--- config.mk ---
export PLATFORM = sky130hd
export DESIGN_NAME = flash_adc_output_interface
export DESIGN_NICKNAME = d
export VERILOG_FILES = /design/src/rtl/adc_pkg.sv /design/src/rtl/flash_adc_output_interface.sv /design/src/rtl/result_skid_buffer.sv
export VERILOG_INCLUDE_DIRS = /design/src /design/src/rtl
export SDC_FILE = /design/constraint.sdc
export NUM_CORES = 1
export LEC_CHECK = 0
export BUFFER_PORTS_ARGS = -buffer_cell sky130_fd_sc_hd__buf_4
export CELL_PAD_IN_SITES_DETAIL_PLACEMENT = 1
export CELL_PAD_IN_SITES_GLOBAL_PLACEMENT = 1
export CORE_MARGIN = 4
export CORE_UTILIZATION = 41
export CTS_CLUSTER_SIZE = 20
export DETAILED_ROUTE_END_ITERATION = 7
export PLACE_DENSITY_LB_ADDON = 0.1
export SETUP_SLACK_MARGIN = 0.1
export SYNTH_ARGS = -nofsm -noshare
export SYNTH_HDL_FRONTEND = slang
export SYNTH_SLANG_ARGS = --single-unit
--- constraint.sdc ---
create_clock -name clk_sys -period 1.7 [get_ports clk_sys]
set_input_delay 0.085 -clock clk_sys [delete_from_list [all_inputs] [get_ports clk_sys]]
set_output_delay 0.085 -clock clk_sys [all_outputs]
set_load 0.02 [all_outputs]
--- src/rtl/adc_params.svh ---
// constants for the flash converter output interface
`ifndef ADC_PARAMS_SVH
`define ADC_PARAMS_SVH

`define ADC_IN_W        10
`define ADC_CODE_W      8
`define ADC_RES_W       9
`define ADC_OVF_LEVEL   10'h1FF
`define ADC_CODE_ALL1   8'hFF
`define ADC_CODE_ZERO   8'h00
`define ADC_RES_ZERO    9'h000
`define ADC_IN_ZERO     10'h000
`define ADC_IN_ONE      10'h001
`define ADC_BUF_W       9

`endif

--- src/rtl/adc_pkg.sv ---
// types shared by the flash converter output interface
`include "adc_params.svh"

package adc_pkg;

	typedef logic [`ADC_IN_W-1:0]   level_t;
	typedef logic [`ADC_RES_W-1:0]  result_t;

	typedef struct packed {
		logic     clk_d;
		level_t   samp;
		result_t  stage;
		result_t  out;
		logic     data_oe;
		logic     ovf_oe;
		logic     push;
	} top_state_t;

endpackage : adc_pkg

--- src/rtl/flash_adc_output_interface.sv ---
// digital side of an 8-bit flash converter: sampling, coding, output latch, enables
`timescale 1ns/1ps
`include "adc_params.svh"

// How it works
// - all_output_enable low floats result bits and overrange flag regardless of other enable
// - with all_output_enable high, data_output_enable_n low drives bits; flag always driven
// - result is unsigned straight binary, step is span over 256, msb highest
// - input at or above top minus half step gives all ones plus overrange
// - input below half step above bottom gives all zeros, overrange clear
// - exactly one conversion per conversion clock cycle
// - new sample taken on each rising conversion clock edge
// - bits and flag loaded together on a falling conversion clock edge
// - result appears one and a half cycles after its sample
module flash_adc_output_interface
	import adc_pkg::*;
#(
	parameter int IN_W   = `ADC_IN_W,
	parameter int CODE_W = `ADC_CODE_W
) (
	input  wire logic              clk_sys,
	input  wire logic              sys_rst,
	input  wire logic              conv_clk,
	input  wire logic [IN_W-1:0]   analog_level,
	input  wire logic              all_output_enable,
	input  wire logic              data_output_enable_n,
	output logic [CODE_W-1:0]      result_bits,
	output logic                   result_bits_oe,
	output logic                   overrange_flag,
	output logic                   overrange_flag_oe,
	output logic                   stream_valid,
	output logic [CODE_W:0]        stream_data,
	input  wire logic              stream_ready,
	output logic                   stream_in_ready
);

	top_state_t st_r;
	top_state_t st_nxt;
	logic       rise;
	logic       fall;

	// ----------------------------------------
	// coding of one sample
	// ----------------------------------------
	// the level is counted in half steps, so rounding gives the half-step thresholds
	function automatic result_t encode(input level_t x);
		level_t xr;
		xr = x + `ADC_IN_ONE;
		if (x >= `ADC_OVF_LEVEL)
			encode = {1'b1, `ADC_CODE_ALL1};
		else
			encode = {1'b0, xr[CODE_W:1]};
	endfunction : encode

	// ----------------------------------------
	// conversion clock edges
	// ----------------------------------------
	assign rise = conv_clk && !st_r.clk_d;
	assign fall = !conv_clk && st_r.clk_d;

	// ----------------------------------------
	// pipeline and enables
	// ----------------------------------------
	always_comb
	begin
		st_nxt       = st_r;
		st_nxt.clk_d = conv_clk;
		st_nxt.push  = 1'b0;
		if (rise)
		begin
			st_nxt.samp  = analog_level;
			st_nxt.stage = encode(st_r.samp);
		end
		if (fall)
		begin
			st_nxt.out  = st_r.stage;
			st_nxt.push = 1'b1;
		end
		st_nxt.ovf_oe  = all_output_enable;
		st_nxt.data_oe = all_output_enable && !data_output_enable_n;
	end

	always_ff @(posedge clk_sys)
	begin
		if (sys_rst)
			st_r <= '0;
		else
			st_r <= st_nxt;
	end

	assign result_bits       = st_r.out[CODE_W-1:0];
	assign overrange_flag    = st_r.out[CODE_W];
	assign result_bits_oe    = st_r.data_oe;
	assign overrange_flag_oe = st_r.ovf_oe;

	// ----------------------------------------
	// result stream buffer
	// ----------------------------------------
	result_skid_buffer #(
		.W (`ADC_RES_W)
	) u_buf (
		.clk_sys   (clk_sys),
		.sys_rst   (sys_rst),
		.in_valid  (st_r.push),
		.in_data   (st_r.out),
		.in_ready  (stream_in_ready),
		.out_valid (stream_valid),
		.out_data  (stream_data),
		.out_ready (stream_ready)
	);
endmodule : flash_adc_output_interface

--- src/rtl/result_skid_buffer.sv ---
// two-entry result buffer with valid and ready on both sides
`timescale 1ns/1ps
`include "adc_params.svh"

module result_skid_buffer #(
	parameter int W = `ADC_BUF_W
) (
	input  wire logic         clk_sys,
	input  wire logic         sys_rst,
	input  wire logic         in_valid,
	input  wire logic [W-1:0] in_data,
	output logic              in_ready,
	output logic              out_valid,
	output logic [W-1:0]      out_data,
	input  wire logic         out_ready
);

	typedef struct packed {
		logic         v0;
		logic         v1;
		logic         rdy;
		logic [W-1:0] m0;
		logic [W-1:0] m1;
	} buf_state_t;

	buf_state_t st_r;
	buf_state_t st_nxt;

	// ----------------------------------------
	// next state
	// ----------------------------------------
	always_comb
	begin
		st_nxt = st_r;
		if (st_r.v0 && out_ready)
		begin
			st_nxt.m0 = st_r.m1;
			st_nxt.v0 = st_r.v1;
			st_nxt.v1 = 1'b0;
		end
		// push is only taken while the second slot is free
		if (in_valid && !st_r.v1)
		begin
			if (!st_nxt.v0)
			begin
				st_nxt.m0 = in_data;
				st_nxt.v0 = 1'b1;
			end
			else
			begin
				st_nxt.m1 = in_data;
				st_nxt.v1 = 1'b1;
			end
		end
		// ready is kept in its own flop so the port comes straight from a register
		st_nxt.rdy = !st_nxt.v1;
	end

	always_ff @(posedge clk_sys)
	begin
		if (sys_rst)
			st_r <= '{v0: 1'b0, v1: 1'b0, rdy: 1'b1, m0: '0, m1: '0};
		else
			st_r <= st_nxt;
	end

	assign in_ready  = st_r.rdy;
	assign out_valid = st_r.v0;
	assign out_data  = st_r.m0;

endmodule : result_skid_buffer

==> run summary, run 1 <==
Status: complete, no violations
Max cap viols: 0
Worst Hold Class: primary input to flip-flop
Root buffer cell: clkbuf_8
Multiplexer share of the synthesized area: 0
Final #Nets: 305
Pleak: 0.938 nW
RSZ-0062 raised after global routing: false
Clock Latency Late Sink: 0.30 ns
Die H: 82.3 um
Row count: 26
Worst Path Max Fanout: 8
DIE WIDTH: 82.3 um
Critical Path Source Type: flip-flop
Post-synthesis sequential area ratio: 0.468
Pin count of the biggest net entering global routing: 46
Main combinational cell family by area after synthesis: simple AND/OR/NAND/NOR gates
CTS H-tree lvls: 2
Layout Skew: 0.00484 ns
Clock Pin Slew Worst Setup and Hold Paths: 0.09 ns
Peak VDD IR: 0.314 mV
Grt total ovfl: 0
Synth Register Bits: 53
Worst EP arrival: 1.66 ns
Commonest non-fill, non-tap cell in the layout: nand2_1
Slew @ Worst Pin: 0.502 ns
RR Startpoint: st_r[21]$_SDFFE_PP0P_
Hold Path Origin: analog_level[5]
Clock Sinks: 53
Initial antenna violation count: 0
Pre-antenna DRT Iters: 4
Aggregate global-route resource usage: 0.174
PD cells: 864 mW/mm^2
DP Worst Slack: 0.0876 ns
Post-synthesis adder-cell area fraction: 0.00552
Final GP Congestion: 0.799
Setup CP Type: flip-flop to flip-flop
Post-synthesis compound-gate area fraction: 0.181
Final hold vios: 0
Post-Route Setup TNS: 0 ns
Syn_nets: 284
Post-Synth XOR/XNOR Area: 0.0116
Share of layout cells above drive strength 1: 0.229
Initial core utilization: 0.433
Final worst slack: 0.206 ns
Mapped Area: 0.00227 sq mm
CP Launch Point: st_r[21]$_SDFFE_PP0P_
Layout Area Growth over Synthesis: 15.0%
Die ar.: 0.00678 sq mm
Critical path capture point type: flip-flop
Fin. max-slew vios: 0
# IOs: 38
Cts bufs inserted: 5
# diodes: 0
Cells after Synth: 267
# DRC: 0
Fin crit period: 1.49 ns
WP data required: 1.87 ns
Clock Path Buffers: 2
CTS tree: built
Finish-stage setup viols: 0
Rel. slew slack: 0.665
Wirelength per Cell: 14.6 um
Routed WL: 5230 um
Via-to-Cell Ratio: 5.23
Ys Warns: 0
Placeable Area: 0.00524 sq mm
Netlist cell types: 31
First-pass GRT wire length: 8930 um
Antenna-violating nets left: 0
I/O Buffers: 37
Simple-gate share of the synthesized area: 0.239
Number of global-route vias before repair: 1,877
Final Cycle Share: 0.879
Post-DP HPWL: 3730 um
Via count: 1,871
Leading cell types in the layout, fill and taps excluded: 69 x nand2_1, 53 x dfxtp_1, 47 x buf_4
Fmax achieved: 669 MHz
Drt initial violations: 49
Average size of a mapped cell: 8.49 sq um
[synth_stat cells]
cell | instances | share of area
a311oi_2 | 10 | 0.066
nand2b_1 | 3 | 0.0083
ha_1 | 1 | 0.0055
inv_1 | 2 | 0.0033
nand3_2 | 1 | 0.0044
nor4bb_1 | 1 | 0.0044
and3_1 | 1 | 0.0028
buf_2 | 4 | 0.0088
nor2_1 | 10 | 0.017
clkbuf_1 | 13 | 0.022
a21oi_1 | 30 | 0.066
a311oi_4 | 1 | 0.012
xnor2_1 | 1 | 0.0039
dfxtp_1 | 53 | 0.47
nand4bb_1 | 1 | 0.0050
nor3_1 | 11 | 0.024
nand2_1 | 69 | 0.11
nor2b_1 | 6 | 0.017
and4_1 | 1 | 0.0039
xor2_1 | 2 | 0.0077
o21ai_0 | 4 | 0.0088
buf_6 | 1 | 0.0050
or3_1 | 3 | 0.0083
a21o_1 | 1 | 0.0033
nand3_1 | 11 | 0.024
a311oi_1 | 2 | 0.0077
a211oi_1 | 4 | 0.013
a2111oi_0 | 1 | 0.0039
or2_1 | 1 | 0.0028
buf_4 | 17 | 0.056
nand4_1 | 1 | 0.0028
[stage by stage]
step | hold WS (ns) | util | cells | instance area, sq um | total power [mW]
global route | 0.0167 | 0.498 | 358 | 2610 | 2.36
finish | 0.0241 | 0.498 | 358 | 2610 | 2.25
detailed placement | 0.253 | 0.477 | 349 | 2500 | 1.57
floorplan | 0.157 | - | 267 | 2270 | 1.49
CTS | 0.00963 | 0.495 | 357 | 2590 | 2.29
global placement | 0.244 | 0.477 | 349 | 2500 | 1.57
[per-layer routing]
metal	GRT usage	part of all wire	vias up
met4	0.0698	0.017	0
met2	0.279	0.48	31
met3	0.0325	0.034	8
met1	0.230	0.47	897
met5	0	0	-
li1	-	-	935
[flip-flops by register name, summed over array words and instances, names as in the netlist]
register           cells
u_buf.out_data         9
overrange_flag_oe      1
u_buf.in_ready         1
result_bits            8
u_buf.out_valid        1
u_buf.st_r            10
overrange_flag         1
st_r                  21
result_bits_oe         1
[area by class of cell]
type | count | area [sq um]
multi-input combinational | 177 | 990
sequential | 53 | 1060
timing repair buffer | 49 | 374
tap | 70 | 87.6
clock buffer | 7 | 86.3
fill | 647 | 2630
inverter | 2 | 7.51
[worst max-delay path, stage by stage, from the launching register on]
cell and delay, ns:
dfxtp_1 0.34, ha_1 0.25, and3_1 0.23, a311oi_4 0.30, buf_6 0.16, a311oi_1 0.08
[where the power goes]
| group | internal [mW] | total (mW) | switching, mW |
|---|---|---|---|
| Clock | 0.324 | 0.704 | 0.381 |
| Combinational | 0.0994 | 0.222 | 0.122 |
| Sequential | 1.29 | 1.33 | 0.0392 |
[final timing paths]
kind	end	slack, ns	cells after the start
max reg2reg	st_r[16]$_SDFFE_PP0P_	0.21	5
min reg2reg	result_bits[0]$_SDFFE_PP0P_	0.46	2
max	st_r[16]$_SDFFE_PP0P_	0.21	5
min	st_r[26]$_SDFFE_PP0P_	0.02	3
[logic make-up (layout without fill, tap and decap cells)]
logic type / after synthesis / count (layout)
AOI/OAI and AO/OA: 53 / 53
xor gates and xnor gates: 3 / 3
adders and majority gates: 1 / 1
buffers and inverters: 37 / 58
DFF: 53 / 53
and+or+nand+nor: 120 / 120
[what timing repair did]
item,CTS,global route
pin swaps,1,1
resized for setup,0,1
endpoints found under the setup margin,3,8
endpoints found under the hold margin,1,0
buffers inserted,0,1
hold buffers,1,0
Note: power is estimated with default switching activity, not from simulation.
==> run 2: changes to the inputs <==
--- a/config.mk
+++ b/config.mk
@@ -9,6 +9,7 @@
 export BUFFER_PORTS_ARGS = -buffer_cell sky130_fd_sc_hd__buf_4
 export CELL_PAD_IN_SITES_DETAIL_PLACEMENT = 1
 export CELL_PAD_IN_SITES_GLOBAL_PLACEMENT = 1
+export CORE_ASPECT_RATIO = 0.7
 export CORE_MARGIN = 4
 export CORE_UTILIZATION = 41
 export CTS_CLUSTER_SIZE = 20
==> run summary, run 2 (same netlist as run 1, synthesis figures left out) <==
Placeable Area: 0.00529 sq mm (+0.91%)
Status: complete, no violations
RSZ-0062 raised after global routing: false
Final non-filler cell total: 363 (+1.4%)
DP Area: 0.00252 sq mm (+1.0%)
Via count: 1,857 (-0.75%)
PD cells: 857 mW/mm^2 (-0.76%)
Post-DP HPWL: 3880 um (+4.3%)
Row count: 22 (-15%)
Aggregate global-route resource usage: 0.161 (-0.0127)
Post-CTS Setup Inserts: 0 (unchanged)
DIE WIDTH: 96.9 um (+18%)
Layout Area Growth over Synthesis: 15.7%
# DRC: 0 (unchanged)
Clock network power share: 0.313 (about the same)
# IOs: 38 (unchanged)
Total power: 2.25 mW (-0.18%)
Setup CP Type: flip-flop to flip-flop
Rel. slew slack: 0.650 (-0.0158)
Wirelength per Cell: 14.4 um (-1.8%)
Max cap viols: 0 (unchanged)
Fin. max-slew vios: 0 (unchanged)
CP Launch Point: st_r[21]$_SDFFE_PP0P_
Final hold vios: 0 (unchanged)
I/O Buffers: 37 (unchanged)
Placed insts: 354 (+1.4%)
Finish-stage setup viols: 0 (unchanged)
Logic pwr share: 0.098 (about the same)
Worst EP arrival: 1.66 ns (about the same)
Cts bufs inserted: 5 (unchanged)
WP data required: 1.87 ns (about the same)
Drt initial violations: 58 (+18%)
Pin count of the biggest net entering global routing: 32 (-30%)
Fin crit period: 1.50 ns (+0.00269 ns)
Initial core utilization: 0.429 (-0.00389)
Grt total ovfl: 0 (unchanged)
Final #Nets: 307 (+0.66%)
CTS H-tree lvls: 2 (unchanged)
Final GP Congestion: 0.774 (-3.2%)
Die H: 70.2 um (-15%)
Final Cycle Share: 0.881 (+0.00158)
First-pass GRT wire length: 9120 um (+2.2%)
CTS tree: built
Leading cell types in the layout, fill and taps excluded: 69 x nand2_1, 53 x dfxtp_1, 50 x buf_4
Clock Pin Slew Worst Setup and Hold Paths: 0.09 ns (about the same)
Clock Path Buffers: 2 (unchanged)
Seq pwr share: 0.589 (about the same)
Initial antenna violation count: 0 (unchanged)
Register area: 0.00106 sq mm (unchanged)
Post-Route Setup TNS: 0 ns (unchanged)
Final worst slack: 0.203 ns (-0.00269 ns)
Routed WL: 5210 um (-0.38%)
Hold Slack: 0.0213 ns (-0.00282 ns)
Area of the multi-input gates: 991 sq um (+0.13%)
Max FFs per register: 21 (unchanged)
Share of layout cells above drive strength 1: 0.241 (+0.0114)
Clock Latency Late Sink: 0.31 ns (about the same)
RR Startpoint: st_r[21]$_SDFFE_PP0P_
Pleak: 0.947 nW (+1.0%)
Fmax achieved: 668 MHz (-0.18%)
Pre-antenna DRT Iters: 4 (unchanged)
Critical Path End: st_r[18]$_SDFFE_PP0P_
R2r setup slk: 0.20 ns (about the same)
Commonest non-fill, non-tap cell in the layout: nand2_1
Worst Hold Class: primary input to flip-flop
Antenna-violating nets left: 0 (unchanged)
Final core utilization: 0.496 (-0.00164)
Worst Path Max Fanout: 8 (unchanged)
Largest register by flop count: st_r
Die ar.: 0.00680 sq mm (+0.29%)
Switching power: 0.578 mW (+6.7%)
Design area: 0.00262 sq mm (+0.58%)
DP Worst Slack: 0.134 ns (+0.0463 ns)
Reg-to-Reg End: st_r[18]$_SDFFE_PP0P_
Sw frac: 0.257 (+0.0166)
Layout Skew: 0.00563 ns (+0.000784 ns)
Root buffer cell: clkbuf_8
Clock Sinks: 53 (unchanged)
Internal power: 1.67 mW (-2.4%)
Critical path capture point type: flip-flop
# diodes: 0 (unchanged)
Critical Path Source Type: flip-flop
Via-to-Cell Ratio: 5.12 (-2.1%)
Worst r2r path cells: 4 (-1)
Fill count: 655 (+1.2%)
Peak VDD IR: 0.307 mV (-2.4%)
Slew @ Worst Pin: 0.526 ns (+0.0237 ns)
Number of global-route vias before repair: 1,855 (-1.2%)
==> run 2: power groups by stage <==
stage          Combinational [mW]  Clock, mW  Sequential (mW)
6_report                    0.221      0.702             1.32
5_1_grt                     0.247      0.780             1.33
4_1_cts                     0.224      0.736             1.32
3_5_place_dp                0.221          0             1.35
3_3_place_gp                0.219          0             1.35
2_1_floorplan               0.149          0             1.35
==> run 2: how the worst min path moves through the flow <==
stage / startpoint / end / slack (ns) / cells after the start
floorplan: data_output_enable_n / result_bits_oe$_SDFF_PP0_ / 0.16 / 1
CTS: analog_level[5] / st_r[26]$_SDFFE_PP0P_ / 0.01 / 3
global route: analog_level[7] / st_r[28]$_SDFFE_PP0P_ / 0.01 / 3
global placement: data_output_enable_n / result_bits_oe$_SDFF_PP0_ / 0.24 / 2
finish: analog_level[5] / st_r[26]$_SDFFE_PP0P_ / 0.02 / 3
detailed placement: data_output_enable_n / result_bits_oe$_SDFF_PP0_ / 0.25 / 2
==> run 2: metal layers <==
metal	GRT usage	vias to the layer above	routed length (um)
li1	-	939	-
met1	0.236	887	2800
met2	0.233	26	2150
met3	0.0439	5	198
met4	0.0421	0	55
met5	0	-	0
==> run 2: cell type report <==
| class | instances | area share |
|---|---|---|
| Multi-Input combinational cell | 177 | 0.378 |
| Tap cell | 72 | 0.0344 |
| Timing Repair Buffer | 51 | 0.147 |
| Sequential cell | 53 | 0.405 |
| Clock inverter | 3 | 0.00668 |
| Clock buffer | 5 | 0.0263 |
| Inverter | 2 | 0.00286 |
==> run 2: repair_timing <==
action	CTS	global route
endpoints found under the hold margin	1	0
endpoints found under the setup margin	0	8
hold buffers	1	0
resized for setup	0	1
==> run 2: worst max-delay path: stages (launching register included) <==
cell	delay, ns
dfxtp_1	0.34
ha_1	0.21
and3_1	0.22
a311oi_4	0.43
a311oi_2	0.16
==> run 3: changes to the inputs <==
==> constraint.sdc (replaced) <==
create_clock -name clk_sys -period 1.6 [get_ports clk_sys]
set_input_delay 0.08 -clock clk_sys [delete_from_list [all_inputs] [get_ports clk_sys]]
set_output_delay 0.08 -clock clk_sys [all_outputs]
set_load 0.02 [all_outputs]
==> run summary, run 3 (same netlist as run 1, synthesis figures left out) <==
Status: complete, no violations
Worst EP arrival: 1.62 ns (-0.04 ns)
CTS tree: built
Fin. max-slew vios: 0 (unchanged)
PD cells: 911 mW/mm^2 (+6.3%)
Hold Path End: overrange_flag_oe$_SDFF_PP0_
DP Area: 0.00253 sq mm (+0.20%)
Final hold vios: 0 (unchanged)
Logic pwr share: 0.100 (+0.002)
Share of layout cells above drive strength 1: 0.252 (+0.0112)
Via count: 1,848 (-0.48%)
Fmax achieved: 710 MHz (+6.3%)
Reg-to-Reg End: st_r[17]$_SDFFE_PP0P_
Via-to-Cell Ratio: 5.10 (-0.21%)
WP data required: 1.81 ns (-0.06 ns)
Antenna-violating nets left: 0 (unchanged)
Post-DP HPWL: 3850 um (-0.84%)
Aggregate global-route resource usage: 0.163 (+0.00120)
Worst Hold Class: primary input to flip-flop
Row count: 22 (unchanged)
Pre-antenna DRT Iters: 4 (unchanged)
Die ar.: 0.00680 sq mm (unchanged)
Post-Route Setup TNS: 0 ns (unchanged)
# IOs: 38 (unchanged)
Clock Pin Slew Worst Setup and Hold Paths: 0.09 ns (about the same)
First-pass GRT wire length: 9130 um (about the same)
DIE WIDTH: 96.9 um (unchanged)
Number of global-route vias before repair: 1,842 (-0.70%)
Pin count of the biggest net entering global routing: 39 (+22%)
Grt total ovfl: 0 (unchanged)
Hold Crit Depth: 2 (-1)
Worst Path Max Fanout: 3 (-5)
Die H: 70.2 um (unchanged)
Critical Path Source Type: flip-flop
CP max stage cell: dfxtp_1
RSZ-0062 raised after global routing: false
Crit path max-delay family: flip-flops
RR Startpoint: st_r[21]$_SDFFE_PP0P_
Placeable Area: 0.00529 sq mm (unchanged)
Final Cycle Share: 0.880 (about the same)
Largest register by flop count: st_r
Buf+Inv Stages, Crit Path: 1 (+1)
Design area: 0.00265 sq mm (+1.2%)
Wirelength per Cell: 14.7 um (+2.1%)
Internal power: 1.82 mW (+9.0%)
Rel. slew slack: 0.655 (+0.00546)
Initial core utilization: 0.429 (unchanged)
Final #Nets: 307 (unchanged)
Met2 Usage GRT: 0.224 (-0.00917)
Slowest stage delay, CP: 0.39 ns (-0.04 ns)
Clock Sinks: 53 (unchanged)
Critical path capture point type: flip-flop
Drt initial violations: 79 (+36%)
Max cap viols: 0 (unchanged)
Placed insts: 353 (-0.28%)
GRT met3 Usage: 0.0469 (+0.00299)
Setup CP Type: flip-flop to flip-flop
Fin crit period: 1.41 ns (-0.0888 ns)
Clock Latency Late Sink: 0.30 ns (about the same)
# DRC: 0 (unchanged)
Layout Skew: 0.00961 ns (+0.00398 ns)
Cts bufs inserted: 5 (unchanged)
Clock network power share: 0.317 (+0.004)
Total power: 2.42 mW (+7.5%)
Critical-path cell list: ha_1, buf_4, nand2_1, or3_1, a311oi_1
Met1 usage: 0.244 (+0.00883)
Pleak: 0.951 nW (+0.42%)
Worst r2r path cells: 5 (+1)
Finish-stage setup viols: 0 (unchanged)
Commonest non-fill, non-tap cell in the layout: nand2_1
Root buffer cell: clkbuf_8
Clock Path Buffers: 2 (unchanged)
Leading cell types in the layout, fill and taps excluded: 69 x nand2_1, 51 x dfxtp_1, 49 x buf_4
R2r setup slk: 0.19 ns (about the same)
I/O Buffers: 37 (unchanged)
Switching power: 0.597 mW (+3.2%)
Routed WL: 5310 um (+1.8%)
Slew @ Worst Pin: 0.518 ns (-0.00819 ns)
Final GP Congestion: 0.792 (+2.4%)
Layout Area Growth over Synthesis: 17.1%
GRT Max-Usage Layer: met1
Seq pwr share: 0.583 (-0.006)
CTS H-tree lvls: 2 (unchanged)
# diodes: 0 (unchanged)
Sw frac: 0.247 (-0.0103)
Hold Path Origin: all_output_enable
Max FFs per register: 21 (unchanged)
Initial antenna violation count: 0 (unchanged)
Final non-filler cell total: 362 (-0.28%)
Peak VDD IR: 0.440 mV (+44%)
-- run 3: power by group through the flow --
stage          clock network [mW]  logic [mW]  registers, mW
2_1_floorplan                   0       0.158           1.43
3_3_place_gp                    0       0.233           1.44
3_5_place_dp                    0       0.236           1.44
4_1_cts                     0.790       0.241           1.41
5_1_grt                     0.853       0.269           1.42
6_report                    0.767       0.242           1.41
-- run 3: worst max path at each step --
stage	start	end	slack [ns]	cells past startpoint
2_1_floorplan	st_r[21]$_SDFFE_PP0P_	st_r[18]$_SDFFE_PP0P_	0.13	4
3_3_place_gp	st_r[21]$_SDFFE_PP0P_	st_r[18]$_SDFFE_PP0P_	0.06	4
3_5_place_dp	st_r[21]$_SDFFE_PP0P_	st_r[18]$_SDFFE_PP0P_	0.007	4
4_1_cts	st_r[21]$_SDFFE_PP0P_	st_r[19]$_SDFFE_PP0P_	0.12	4
5_1_grt	st_r[21]$_SDFFE_PP0P_	st_r[19]$_SDFFE_PP0P_	0.09	4
6_report	st_r[21]$_SDFFE_PP0P_	st_r[17]$_SDFFE_PP0P_	0.19	5
-- run 3: layer usage --
| layer | share of wire | vias to the layer above |
|---|---|---|
| met2 | 0.40 | 30 |
| met3 | 0.045 | 5 |
| met5 | 0 | - |
| met1 | 0.54 | 876 |
| li1 | - | 937 |
| met4 | 0.010 | 0 |
-- run 3: layout make-up --
class                           count  area, sq um
Timing Repair Buffer               51          398
Clock buffer                        7         86.3
Inverter                            2         7.51
Sequential cell                    53         1060
Tap cell                           72         90.1
Fill cell                         654         2630
Multi-Input combinational cell    177         1010
-- run 3: stage by stage --
step / setup WS, ns / util / hold slack (ns)
floorplan: 0.129 / - / 0.152
global placement: 0.0568 / 0.478 / 0.241
detailed placement: 0.00701 / 0.478 / 0.245
CTS: 0.116 / 0.498 / 0.00596
global route: 0.0854 / 0.502 / 0.00554
finish: 0.192 / 0.502 / 0.0105
-- run 3: repair_timing --
action / CTS / global route
pin swaps: 1 / 0
resized for setup: 0 / 6
endpoints found under the setup margin: 7 / 20
hold buffers: 1 / 0
endpoints found under the hold margin: 1 / 0
setup buffers: 1 / 0
